## src/pkg/i2cdac_pkg.sv

```systemverilog
package i2cdac_pkg;
    // ****************************************
    // Bus framing constants
    // ****************************************
    localparam int BYTE_BITS = 8;                  // Bits per byte on the bus
    localparam int WORD_BITS = 16;                 // Converter register width
    localparam int CODE_BITS = 12;                 // Converter code width
    localparam logic [2:0] LAST_BIT = 3'h7;        // Index of final bit
    localparam logic [6:0] BCAST_ADDR = 7'h48;     // Broadcast address 1001000
    localparam logic [4:0] HS_CODE_TOP = 5'h01;    // Controller code 00001xxx
    localparam logic [6:0] DEF_OWN_ADDR = 7'h0C;   // Default own address
    localparam logic [15:0] WORD_RESET = 16'h0000; // Register at power-up

    // Receiver phases
    typedef enum logic [2:0] {
        I2CDAC_IDLE,   // Waiting for a start
        I2CDAC_ADDR,   // Shifting the address byte in
        I2CDAC_AACK,   // Address acknowledge slot
        I2CDAC_WRX,    // Shifting a write byte in
        I2CDAC_WACK,   // Write-byte acknowledge slot
        I2CDAC_RTX,    // Shifting a read byte out
        I2CDAC_RACK,   // Controller acknowledge slot
        I2CDAC_SKIP    // Ignoring traffic until next start
    } i2cdac_state_t;
endpackage

```

## src/i2cdac_target.sv

```systemverilog
`timescale 1ns/1ps
// Behaviour
// - Code is straight binary 0 to 4095
// - Standard and fast speeds behave identically
// - Drive low only; release for one
// - Acknowledge matching address, else release
// - Acknowledge every received write byte
// - Repeated start keeps speed mode
// - Stop is data rise; then idle
// - Seven address bits, direction, then answer
// - Upper then lower byte; update after
// - Consecutive byte pairs are successive words
// - Read sends upper, then lower byte
// - Not-acknowledge high-speed controller code
// - High-speed mode held across repeated starts
// - Stop reverts to standard/fast mode
// - Also answer the broadcast address
// - Register clears to zero at power-up
module i2cdac_target #(
    parameter logic [6:0] OWN_ADDR = i2cdac_pkg::DEF_OWN_ADDR
) (
    input wire logic clk,
    input wire logic rst_n,
    input wire logic scl_in,              // Bus clock line level
    input wire logic sda_in,              // Bus data line level
    output logic sda_out,                 // Always low when driving
    output logic sda_oe,                  // High while pulling data low
    output logic [11:0] dac_code,         // Code applied to the converter
    output logic [1:0] dac_mode,          // Word bits 13:12, just above the code
    output logic dac_update,              // Pulse when output updates
    output logic hs_mode                  // High-speed mode active
);
    // ****************************************
    // Input synchronisers and edge detection
    // ****************************************
    logic scl_m, scl_s, scl_d;            // Clock line sync chain
    logic sda_m, sda_s, sda_d;            // Data line sync chain
    i2cdac_pkg::i2cdac_state_t state;     // Protocol phase
    logic [2:0] bit_cnt;                  // Bit index within byte
    logic [7:0] shreg;                    // Byte being shifted
    logic [15:0] word;                    // Converter register
    logic [7:0] upper;                    // Held upper byte
    logic low_byte;                       // Second byte of pair pending
    logic drive;                          // Pulling data low

    wire scl_rise = scl_s & ~scl_d;
    wire scl_fall = ~scl_s & scl_d;
    // Line is sampled only after two flops so glitch-free edges result
    wire start_c = scl_s & scl_d & sda_d & ~sda_s;
    wire stop_c = scl_s & scl_d & ~sda_d & sda_s;
    wire [7:0] rx_byte = {shreg[6:0], sda_s};
    // Address decode looks at the completed byte held in shreg, since
    // the ack slot is entered after the eighth bit has been shifted in
    wire addr_hit = (shreg[7:1] == OWN_ADDR) ||
                    (shreg[7:1] == i2cdac_pkg::BCAST_ADDR);
    wire hs_code = (shreg[7:3] == i2cdac_pkg::HS_CODE_TOP);
    wire last_bit = (bit_cnt == i2cdac_pkg::LAST_BIT);
    wire [15:0] full_word = {upper, shreg};

    // Two-flop synchronisers for both pins
    always_ff @(posedge clk or negedge rst_n) begin
        if (!rst_n) begin
            {scl_m, scl_s, scl_d} <= 3'h7;
            {sda_m, sda_s, sda_d} <= 3'h7;
        end else begin
            {scl_m, scl_s, scl_d} <= {scl_in, scl_m, scl_s};
            {sda_m, sda_s, sda_d} <= {sda_in, sda_m, sda_s};
        end
    end

    // ****************************************
    // Protocol engine
    // ****************************************
    // Speed only tracks the mode flag; timing is the same for 100 and
    // 400 kHz since we oversample the lines
    always_ff @(posedge clk or negedge rst_n) begin
        if (!rst_n) begin
            state <= i2cdac_pkg::I2CDAC_IDLE;
            bit_cnt <= 3'h0;
            shreg <= 8'h00;
            word <= i2cdac_pkg::WORD_RESET;
            upper <= 8'h00;
            low_byte <= 1'b0;
            drive <= 1'b0;
            dac_update <= 1'b0;
            hs_mode <= 1'b0;
        end else begin
            dac_update <= 1'b0;
            if (stop_c) begin
                // Stop ends everything and drops high speed
                state <= i2cdac_pkg::I2CDAC_IDLE;
                drive <= 1'b0;
                hs_mode <= 1'b0;
            end else if (start_c) begin
                // Start or repeated start; hs_mode kept
                state <= i2cdac_pkg::I2CDAC_ADDR;
                bit_cnt <= 3'h0;
                drive <= 1'b0;
            end else begin
                unique case (state)
                    i2cdac_pkg::I2CDAC_IDLE, i2cdac_pkg::I2CDAC_SKIP: begin
                        drive <= 1'b0;
                    end
                    i2cdac_pkg::I2CDAC_ADDR: begin
                        if (scl_rise) begin
                            shreg <= rx_byte;
                            bit_cnt <= bit_cnt + 3'h1;
                            if (last_bit) begin
                                state <= i2cdac_pkg::I2CDAC_AACK;
                            end
                        end
                    end
                    i2cdac_pkg::I2CDAC_AACK: begin
                        if (scl_fall && !drive) begin
                            // Enter ack slot; hs code is never acked
                            if (!hs_code && addr_hit) begin
                                drive <= 1'b1;
                            end else begin
                                if (hs_code) begin
                                    hs_mode <= 1'b1;
                                end
                                state <= i2cdac_pkg::I2CDAC_SKIP;
                            end
                        end else if (scl_fall) begin
                            drive <= 1'b0;
                            low_byte <= 1'b0;
                            if (shreg[0]) begin
                                state <= i2cdac_pkg::I2CDAC_RTX;
                                drive <= ~word[15];
                                shreg <= word[15:8];
                            end else begin
                                state <= i2cdac_pkg::I2CDAC_WRX;
                            end
                        end
                    end
                    i2cdac_pkg::I2CDAC_WRX: begin
                        if (scl_rise) begin
                            shreg <= rx_byte;
                            bit_cnt <= bit_cnt + 3'h1;
                            if (last_bit) begin
                                state <= i2cdac_pkg::I2CDAC_WACK;
                                if (!low_byte) begin
                                    upper <= rx_byte;
                                end
                            end
                        end
                    end
                    i2cdac_pkg::I2CDAC_WACK: begin
                        if (scl_fall && !drive) begin
                            drive <= 1'b1;
                            if (low_byte) begin
                                word <= full_word;
                                dac_update <= 1'b1;
                            end
                        end else if (scl_fall) begin
                            drive <= 1'b0;
                            low_byte <= ~low_byte;
                            state <= i2cdac_pkg::I2CDAC_WRX;
                        end
                    end
                    i2cdac_pkg::I2CDAC_RTX: begin
                        if (scl_rise) begin
                            bit_cnt <= bit_cnt + 3'h1;
                        end else if (scl_fall) begin
                            if (bit_cnt == 3'h0) begin
                                // Byte done: release for controller ack
                                drive <= 1'b0;
                                state <= i2cdac_pkg::I2CDAC_RACK;
                            end else begin
                                drive <= ~shreg[i2cdac_pkg::LAST_BIT -
                                                bit_cnt];
                            end
                        end
                    end
                    i2cdac_pkg::I2CDAC_RACK: begin
                        if (scl_rise) begin
                            // Nack ends read; ack after upper sends lower
                            if (sda_s || low_byte) begin
                                state <= i2cdac_pkg::I2CDAC_SKIP;
                            end else begin
                                low_byte <= 1'b1;
                                shreg <= word[7:0];
                            end
                        end else if (scl_fall && low_byte &&
                                     state == i2cdac_pkg::I2CDAC_RACK) begin
                            state <= i2cdac_pkg::I2CDAC_RTX;
                            drive <= ~shreg[7];
                        end
                    end
                endcase
            end
        end
    end

    // ****************************************
    // Outputs, all from flops
    // ****************************************
    // Code is plain binary over the low twelve bits
    always_ff @(posedge clk or negedge rst_n) begin
        if (!rst_n) begin
            dac_code <= 12'h000;
            dac_mode <= 2'h0;
            sda_out <= 1'b0;
            sda_oe <= 1'b0;
        end else begin
            dac_code <= word[11:0];
            dac_mode <= word[13:12];
            sda_out <= 1'b0;          // Never drive high
            sda_oe <= drive;
        end
    end

    // ****************************************
    // Assertions
    // ****************************************
    AST_NO_HIGH: assert property (@(posedge clk) disable iff (!rst_n)
        sda_out == 1'b0) else $error("data driven high");
    AST_STOP_HS: assert property (@(posedge clk) disable iff (!rst_n)
        stop_c |=> !hs_mode) else $error("hs kept after stop");
    AST_SKIP_QUIET: assert property (@(posedge clk) disable iff (!rst_n)
        state == i2cdac_pkg::I2CDAC_SKIP |=> ##1 !sda_oe)
        else $error("drove while ignoring");
    AST_UPD_CODE: assert property (@(posedge clk) disable iff (!rst_n)
        dac_update |=> ##1 dac_code == word[11:0])
        else $error("code not updated");
    AST_IDLE_STOP: assert property (@(posedge clk) disable iff (!rst_n)
        stop_c |=> state == i2cdac_pkg::I2CDAC_IDLE)
        else $error("not idle after stop");
    AST_START_ADDR: assert property (@(posedge clk) disable iff (!rst_n)
        start_c && !stop_c |=> state == i2cdac_pkg::I2CDAC_ADDR &&
        hs_mode == $past(hs_mode)) else $error("bad repeated start");
    AST_HS_NACK: assert property (@(posedge clk) disable iff (!rst_n)
        state == i2cdac_pkg::I2CDAC_AACK && scl_fall && !drive && hs_code
        |=> !drive) else $error("hs code acked");
    AST_ADDR_ACK: assert property (@(posedge clk) disable iff (!rst_n)
        state == i2cdac_pkg::I2CDAC_AACK && scl_fall && !drive &&
        addr_hit && !hs_code && !start_c && !stop_c |=> drive)
        else $error("address not acked");
    COV_WRITE: cover property (@(posedge clk) dac_update);
    COV_HS: cover property (@(posedge clk) hs_mode);
    COV_READ: cover property (@(posedge clk)
        state == i2cdac_pkg::I2CDAC_RACK);
endmodule

```

## config.mk

```make
export PLATFORM = sky130hd
export DESIGN_NAME = i2cdac_target
export DESIGN_NICKNAME = d
export VERILOG_FILES = /design/src/pkg/i2cdac_pkg.sv /design/src/i2cdac_target.sv
export SDC_FILE = /design/constraint.sdc
export NUM_CORES = 1
export LEC_CHECK = 0
export ABC_CLOCK_PERIOD_IN_PS = 6300
export BUFFER_PORTS_ARGS = -buffer_cell sky130_fd_sc_hd__buf_2
export CAP_MARGIN = 20
export CELL_PAD_IN_SITES_DETAIL_PLACEMENT = 0
export CELL_PAD_IN_SITES_GLOBAL_PLACEMENT = 2
export CORE_ASPECT_RATIO = 0.7
export CORE_MARGIN = 2
export CORE_UTILIZATION = 39
export CTS_CLUSTER_DIAMETER = 40
export CTS_CLUSTER_SIZE = 25
export DETAILED_ROUTE_END_ITERATION = 16
export PLACE_DENSITY_LB_ADDON = 0.1
export SYNTH_ARGS = -nofsm -noshare
export SYNTH_HDL_FRONTEND = slang
export SYNTH_SLANG_ARGS = --single-unit
```

## constraint.sdc

```tcl
create_clock -name clk -period 6.3 [get_ports clk]
set_clock_uncertainty 0.15 [all_clocks]
set_input_delay 0.315 -clock clk [delete_from_list [all_inputs] [get_ports clk]]
set_output_delay 0.315 -clock clk [all_outputs]
set_load 0.02 [all_outputs]
```

==> results of run 1 <==
-- layout by cell type (no fill, tap or decap), types with 3 or more instances in the layout --
cell      count
o21ai_0      21
ha_1          3
a31oi_1       4
dfrtp_1      57
a222oi_1      6
mux2_1        5
clkbuf_8      9
clkinv_4      3
nor2b_1       4
nor3_1        4
dfstp_2       6
a21oi_1      14
buf_2        20
nand2_1      21
nor2_1       11
nand3_1       4
inv_1        14
mux2i_1       8
mux2_2        8
nand2b_1      5
-- Yosys cell counts, types with 2 or more instances --
master | number | area, um^2
a21oi_1 | 14 | 70.1
a222oi_1 | 6 | 60.1
a22o_1 | 2 | 17.5
a31oi_1 | 4 | 25.0
and2b_1 | 2 | 15.0
buf_2 | 4 | 20.0
buf_4 | 4 | 30.0
clkbuf_1 | 3 | 11.3
dfrtp_1 | 57 | 1430
dfstp_2 | 6 | 158
ha_1 | 3 | 37.5
inv_1 | 14 | 52.6
mux2_1 | 5 | 56.3
mux2_2 | 8 | 90.1
mux2_4 | 2 | 30.0
mux2i_1 | 8 | 80.1
mux4_2 | 2 | 45.0
nand2_1 | 21 | 78.8
nand2b_1 | 5 | 31.3
nand3_1 | 4 | 20.0
nor2_1 | 11 | 41.3
nor2b_1 | 4 | 25.0
nor3_1 | 4 | 20.0
nor3b_2 | 2 | 25.0
o21ai_0 | 21 | 105
o22ai_1 | 2 | 12.5
o31a_1 | 2 | 17.5
o31ai_1 | 2 | 15.0
-- per-layer routing --
layer	global-route usage, %	vias up	share of wire [%]
met1	26.7	949	54
met3	4.62	4	3.8
met5	0	-	0
li1	-	941	-
met4	5.41	0	0.46
met2	23.3	43	41
-- what timing repair did --
action                                  in CTS  in global routing
hold buffers                                 2                  0
hold endpoints to repair                     2                  0
setup buffers                                0                  0
endpoints found under the setup margin       0                  0
-- layout make-up --
cell class	instances	area [um^2]
Clock buffer	10	128
Clock inverter	6	71.3
Multi-Input combinational cell	158	1160
Tap cell	98	123
Sequential cell	63	1580
Timing Repair Buffer	23	128
Fill cell	691	3940
Inverter	14	52.6
-- through the flow --
step / cell area [um^2] / setup WS, ns
after floorplan: 2860 / 4.17
after global placement: 3030 / 3.77
after detailed placement: 3030 / 3.74
after CTS: 3250 / 3.72
after global routing: 3250 / 3.51
final: 3250 / 3.74
-- worst max-delay path by stage --
stage               startpoint        to  slack [ns]  cells past startpoint
floorplan                scl_d  shreg[1]        4.17                      6
global placement         scl_d  word[14]        3.77                      3
detailed placement       scl_d  word[14]        3.74                      3
CTS                      scl_d  word[14]        3.72                      3
global route             scl_d  word[14]        3.51                      3
finish                   scl_d  word[11]        3.74                      3
-- flip-flops by register name, summed over array words and instances (netlist names) --
register / flops
scl_m: 1
scl_s: 1
low_byte: 1
state: 3
bit_cnt: 3
sda_oe: 1
shreg: 8
word: 16
sda_m: 1
sda_d: 1
upper: 8
scl_d: 1
dac_code: 12
dac_update: 1
sda_s: 1
drive: 1
hs_mode: 1
dac_mode: 2
-- cell families (layout without fill, tap and decap cells) --
kind of cell / after synthesis / count (layout) / share of synthesized area, %
AOI/OAI and AO/OA: 67 / 67 / 16.4
DFF: 63 / 63 / 55.4
and+or+nand+nor: 60 / 60 / 11.3
muxes: 25 / 25 / 10.5
buffers and inverters: 25 / 53 / 3.98
adders and majority gates: 3 / 3 / 1.31
xor gates and xnor gates: 2 / 2 / 0.875
other: 1 / 1 / 0.131
-- worst register-to-register path: cells and delay by family, from the launching register on --
| family | cells | cell delay (ns) |
|---|---|---|
| simple gates | 2 | 1.08 |
| flops | 1 | 0.64 |
| mux | 1 | 0.57 |
-- power groups by stage --
| stage | Clock, mW | Sequential, mW | Combinational, mW |
|---|---|---|---|
| after floorplan | 0 | 0.492 | 0.322 |
| after detailed placement | 0 | 0.528 | 0.374 |
| after CTS | 0.364 | 0.521 | 0.377 |
| after global routing | 0.382 | 0.530 | 0.416 |
| after global placement | 0 | 0.530 | 0.379 |
| final | 0.350 | 0.521 | 0.375 |
==> flow_summary_export.csv, run 1 <==
group,metric,value,unit
worst_hold_path,timing.hold.worst.class,"input pin to async pin",
place,place_inst,354,
drt,detail_route.vias_per_cell,5.21,
outcome,run_status,"finished with violations",
cells_and_area,final_net_count,276,
pwr,p_sw_share,36.7,%
cells_and_area,post_route_cells_drive_above_1_share,22.6,%
drt,ant_nets,0,
place,port_buffers,20,
setup_path,timing.critical_path.to_type,"flip-flop",
sta,final_period_minus_worst_setup_slack,2.56,ns
clock_network,cts_repair_resize_count,0,
clock_network,ctsRootBufferMaster,"clkbuf_8",
place,dp.final_hpwl,4220,um
pwr,share_seq_of_total_power,41.8,%
drt,detail_route.drc_violations,0,
yosys,synthesized_area_divided_by_synthesized_cell_count,11.6,um^2
clock_network,clock-sinks,63,
setup_path,rr_startpoint,"scl_d",
sta,fmaxAchievable,391,MHz
yosys,number_of_enable_flip_flop_cells_after_synthesis,0,
setup_path,crit_path_start_kind,"flip-flop",
sta,finalSetupTns,0,ns
sta,hold-worst-slack,-0.00105,ns
clock_network,clock_insertion_delay_at_the_later_pin_of_the_skew_report,0.33,ns
job,reported_max_cap_violation_count,0,
setup_path,critical_path.max_fanout,24,
sta,worst-slew-pin-transition,0.794,ns
pwr,powerDensity,384,nW/um^2
pwr,post_layout_power,1.25,mW
setup_path,number_of_buffer_and_inverter_instances_along_the_worst_setup_path,0,
clock_network,clock_input_transition_at_the_sequential_cells_of_the_worst_setup_and_hold_paths,0.07,ns
floorplan,coreArea,7190,um^2
yosys,synth_sequential_area_ratio,55.4,%
setup_path,timing.critical_path.required,6.36,ns
drt,post_drt_wl_per_cell,17.0,um
global_routing,grt_remaining_overflow,0,
outcome,violations,"negative hold slack",
floorplan,ios,22,
floorplan,initial_standard_cell_utilization_of_the_core,39.8,%
place,gpl.final_weighted_congestion,0.770,
global_routing,grt_start_max_net_pins,64,
sta,timing.final.hold_violations,1,
drt,drt-initial-drc-count,206,
pwr,cellInternalPower,789,uW
pwr,power.leakage,1.50,nW
pwr,netSwitchingPower,457,uW
setup_path,reg2reg_depth,3,
clock_network,htreeDepth,3,
pwr,pwr-share-comb,30.1,%
global_routing,first_pass_grt_wire_length,10200,um
drt,routed_wirelength,6310,um
sta,rsz0062_at_grt,"false",
yosys,main_synth_ff_type,"dfrtp_1",
setup_path,critPathSlowestCell,"nand4_2",
cells_and_area,fin_util,45.2,%
cells_and_area,areaGrowthSynthToFinish,13.6,%
sta,finalSetupViolCount,0,
setup_path,timing.setup.critical_path_class,"flip-flop to flip-flop",
yosys,yosys_register_bits,63,
drt,drtPass1Iterations,5,
setup_path,arrival,2.62,ns
floorplan,core.rowCount,26,
drt,num_vias,1937,
cells_and_area,antennaDiodeCount,0,
pwr,clock_network_fraction_of_design_power,28.1,%
setup_path,rrSetupSlack,3.74,ns
yosys,synth_async_sr_flop_share,100,%
sta,timing.max_slew.rel_slack,47.1,%
global_routing,grt_pass1_vias,1871,
clock_network,cts-buffers-inserted,9,
global_routing,grt_use_total,17.3,%
clock_network,clk_path_buf_depth,2,
setup_path,crit_path_cell_trace,"nor3b_2 > nand4_2 > mux2_1",
setup_path,worst_r2r_end,"word[11]",
pwr,vdd_drop_max,0.000156,V
setup_path,timing.critical_path.slowest_cell_delay,0.66,ns
setup_path,critical-path-top-delay-family,"simple AND/OR/NAND/NOR gates",
yosys,mappedNetlistNets,253,
floorplan,fp.dieW,106,um
global_routing,number_of_antenna_violations_at_the_first_check_in_global_routing,0,
sta,min_period_over_period,40.6,%
floorplan,die-area,8050,um^2
yosys,synth_cells,246,
yosys,ys.warnings.count,0,
clock_network,cts_tree,"built",
sta,report.final.slew_viol_count,0,
cells_and_area,final-instance-count-excl-fill,372,
yosys,synth.lib_cells_used.distinct,52,
floorplan,die_y,75.7,um
yosys,synth_area,2860,um^2
(Power assumes the default switching activity.)
==> run 2: changes to the inputs <==
Settings changed: ABC_CLOCK_PERIOD_IN_PS 6300 to 2200, CORE_UTILIZATION 39 to 36.
Clock period 6.3 ns to 2.2 ns, I/O delays scaled along.
==> flow_summary_export.csv, run 2 (synthesis results as in run 1) <==
group,metric,value,unit
place,port_buffers,20,
setup_path,crit_path_start_kind,"flip-flop",
global_routing,grt_start_max_net_pins,64,
global_routing,grt_pass1_vias,2006,
setup_path,timing.critical_path.required,2.26,ns
pwr,powerDensity,1250,nW/um^2
sta,timing.final.hold_violations,0,
setup_path,reg2reg_depth,7,
global_routing,number_of_antenna_violations_at_the_first_check_in_global_routing,0,
cells_and_area,mostFrequentLayoutCells,"dfrtp_1, buf_4, nand2_1, o21ai_0, buf_2",
pwr,vdd_drop_max,0.000546,V
place,place_inst,385,
place,place_ws,-0.0214,ns
place,place_area,3270,um^2
cells_and_area,max_flop_register,"word",
sta,report.final.slew_viol_count,0,
cells_and_area,antennaDiodeCount,0,
sta,finalWorstSetupSlack,0.0323,ns
place,dp.final_hpwl,4700,um
clock_network,ctsRootBufferMaster,"clkbuf_16",
drt,post_drt_wl_per_cell,16.2,um
setup_path,timing.setup.critical_path_class,"flip-flop to flip-flop",
clock_network,clk_path_buf_depth,2,
sta,min_period_over_period,98.5,%
floorplan,ios,22,
setup_path,arrival,2.23,ns
cells_and_area,layout_commonest_cell,"dfrtp_1",
drt,drtPass1Iterations,5,
job,reported_max_cap_violation_count,0,
sta,final_period_minus_worst_setup_slack,2.17,ns
sta,finalSetupViolCount,0,
cells_and_area,largest_reg_flops,16,
cells_and_area,reg_top3,"word (16), dac_code (12)",
cells_and_area,areaGrowthSynthToFinish,30.2,%
pwr,post_layout_power,4.67,mW
floorplan,coreArea,7770,um^2
clock_network,clock_insertion_delay_at_the_later_pin_of_the_skew_report,0.33,ns
cells_and_area,final_net_count,313,
cells_and_area,final-instance-count-excl-fill,412,
clock_network,cts-buffers-inserted,9,
clock_network,cts_tree,"built",
global_routing,grt_use_total,16.9,%
floorplan,fp.dieW,111,um
global_routing,grt_remaining_overflow,0,
place,gpl.final_weighted_congestion,0.857,
drt,detail_route.vias_per_cell,5.00,
drt,routed_wirelength,6670,um
clock_network,htreeDepth,3,
floorplan,initial_standard_cell_utilization_of_the_core,36.8,%
floorplan,die-area,8690,um^2
outcome,run_status,"completed",
floorplan,core.rowCount,27,
cells_and_area,post-route-cell-area,3720,um^2
drt,num_vias,2059,
cells_and_area,post_route_cells_drive_above_1_share,32.8,%
clock_network,clock-sinks,63,
global_routing,first_pass_grt_wire_length,11100,um
cells_and_area,fin_util,47.9,%
floorplan,die_y,78.6,um
clock_network,clock_input_transition_at_the_sequential_cells_of_the_worst_setup_and_hold_paths,0.05,ns
sta,rsz0062_at_grt,"true",
pwr,power.leakage,1.77,nW
setup_path,critical_path.max_fanout,4,
drt,drt-initial-drc-count,176,
sta,finalSetupTns,0,ns
worst_hold_path,timing.hold.worst.class,"input pin to async pin",
drt,detail_route.drc_violations,0,
sta,fmaxAchievable,461,MHz
setup_path,timing.critical_path.to_type,"flip-flop",
drt,ant_nets,0,
sta,hold-worst-slack,0.174,ns
run 2: cell types whose count changed in the layout (fill, tap and decap cells not counted), moves of 2 or more:
cell | before | now
buf_4 | 1 | 35
clkbuf_16 | 0 | 9
clkinv_4 | 3 | 1
buf_12 | 0 | 2
bufinv_16 | 1 | 3
clkbuf_8 | 9 | 2
run 2: layout make-up:
class / count / area [um^2]
multi-input cells: 158 / 1170
flip-flops and latches: 63 / 1580
inverters: 14 / 56.3
fillers: 728 / 4050
clock buffers: 11 / 253
well taps: 101 / 126
clock inverters: 5 / 104
repair buffers: 60 / 433
run 2: worst max-delay path: stages (launching register included):
cell	delay [ns]
dfrtp_1	0.40
ha_1	0.21
ha_1	0.15
nor2_1	0.04
a211oi_2	0.20
o22ai_1	0.15
a2111oi_4	0.43
mux2_4	0.33
run 2: per-layer routing:
layer | wire, um | vias to the layer above | GRT usage (%)
li1 | - | 1010 | -
met1 | 3660 | 972 | 26.0
met2 | 2560 | 69 | 21.1
met3 | 390 | 8 | 5.87
met4 | 61 | 0 | 6.63
met5 | 0 | - | 0
run 2: final timing paths:
path | to | slack, ns | startpoint
min reg2reg | sda_s | 0.20 | sda_m
min in group clk | sda_s | 0.20 | sda_m
max in group asynchronous | sda_s | 1.41 | rst_n
max reg2reg | state[2] | 0.03 | bit_cnt[1]
max | state[2] | 0.03 | bit_cnt[1]
min | dac_mode[1] | 0.17 | rst_n
run 2: repair_timing:
item	in CTS	in global routing
gates resized for setup	0	3
pin swaps	1	1
buffers inserted	0	8
hold buffers	3	0
hold endpoints to repair	65	0
setup endpoints to repair	1	7
run 2: report_power, final:
group	switching, mW	leakage (nW)	total (mW)	internal [mW]
clock network	0.498	0.176	1.67	1.17
logic	0.788	0.752	1.58	0.794
registers	0.151	0.845	1.43	1.28
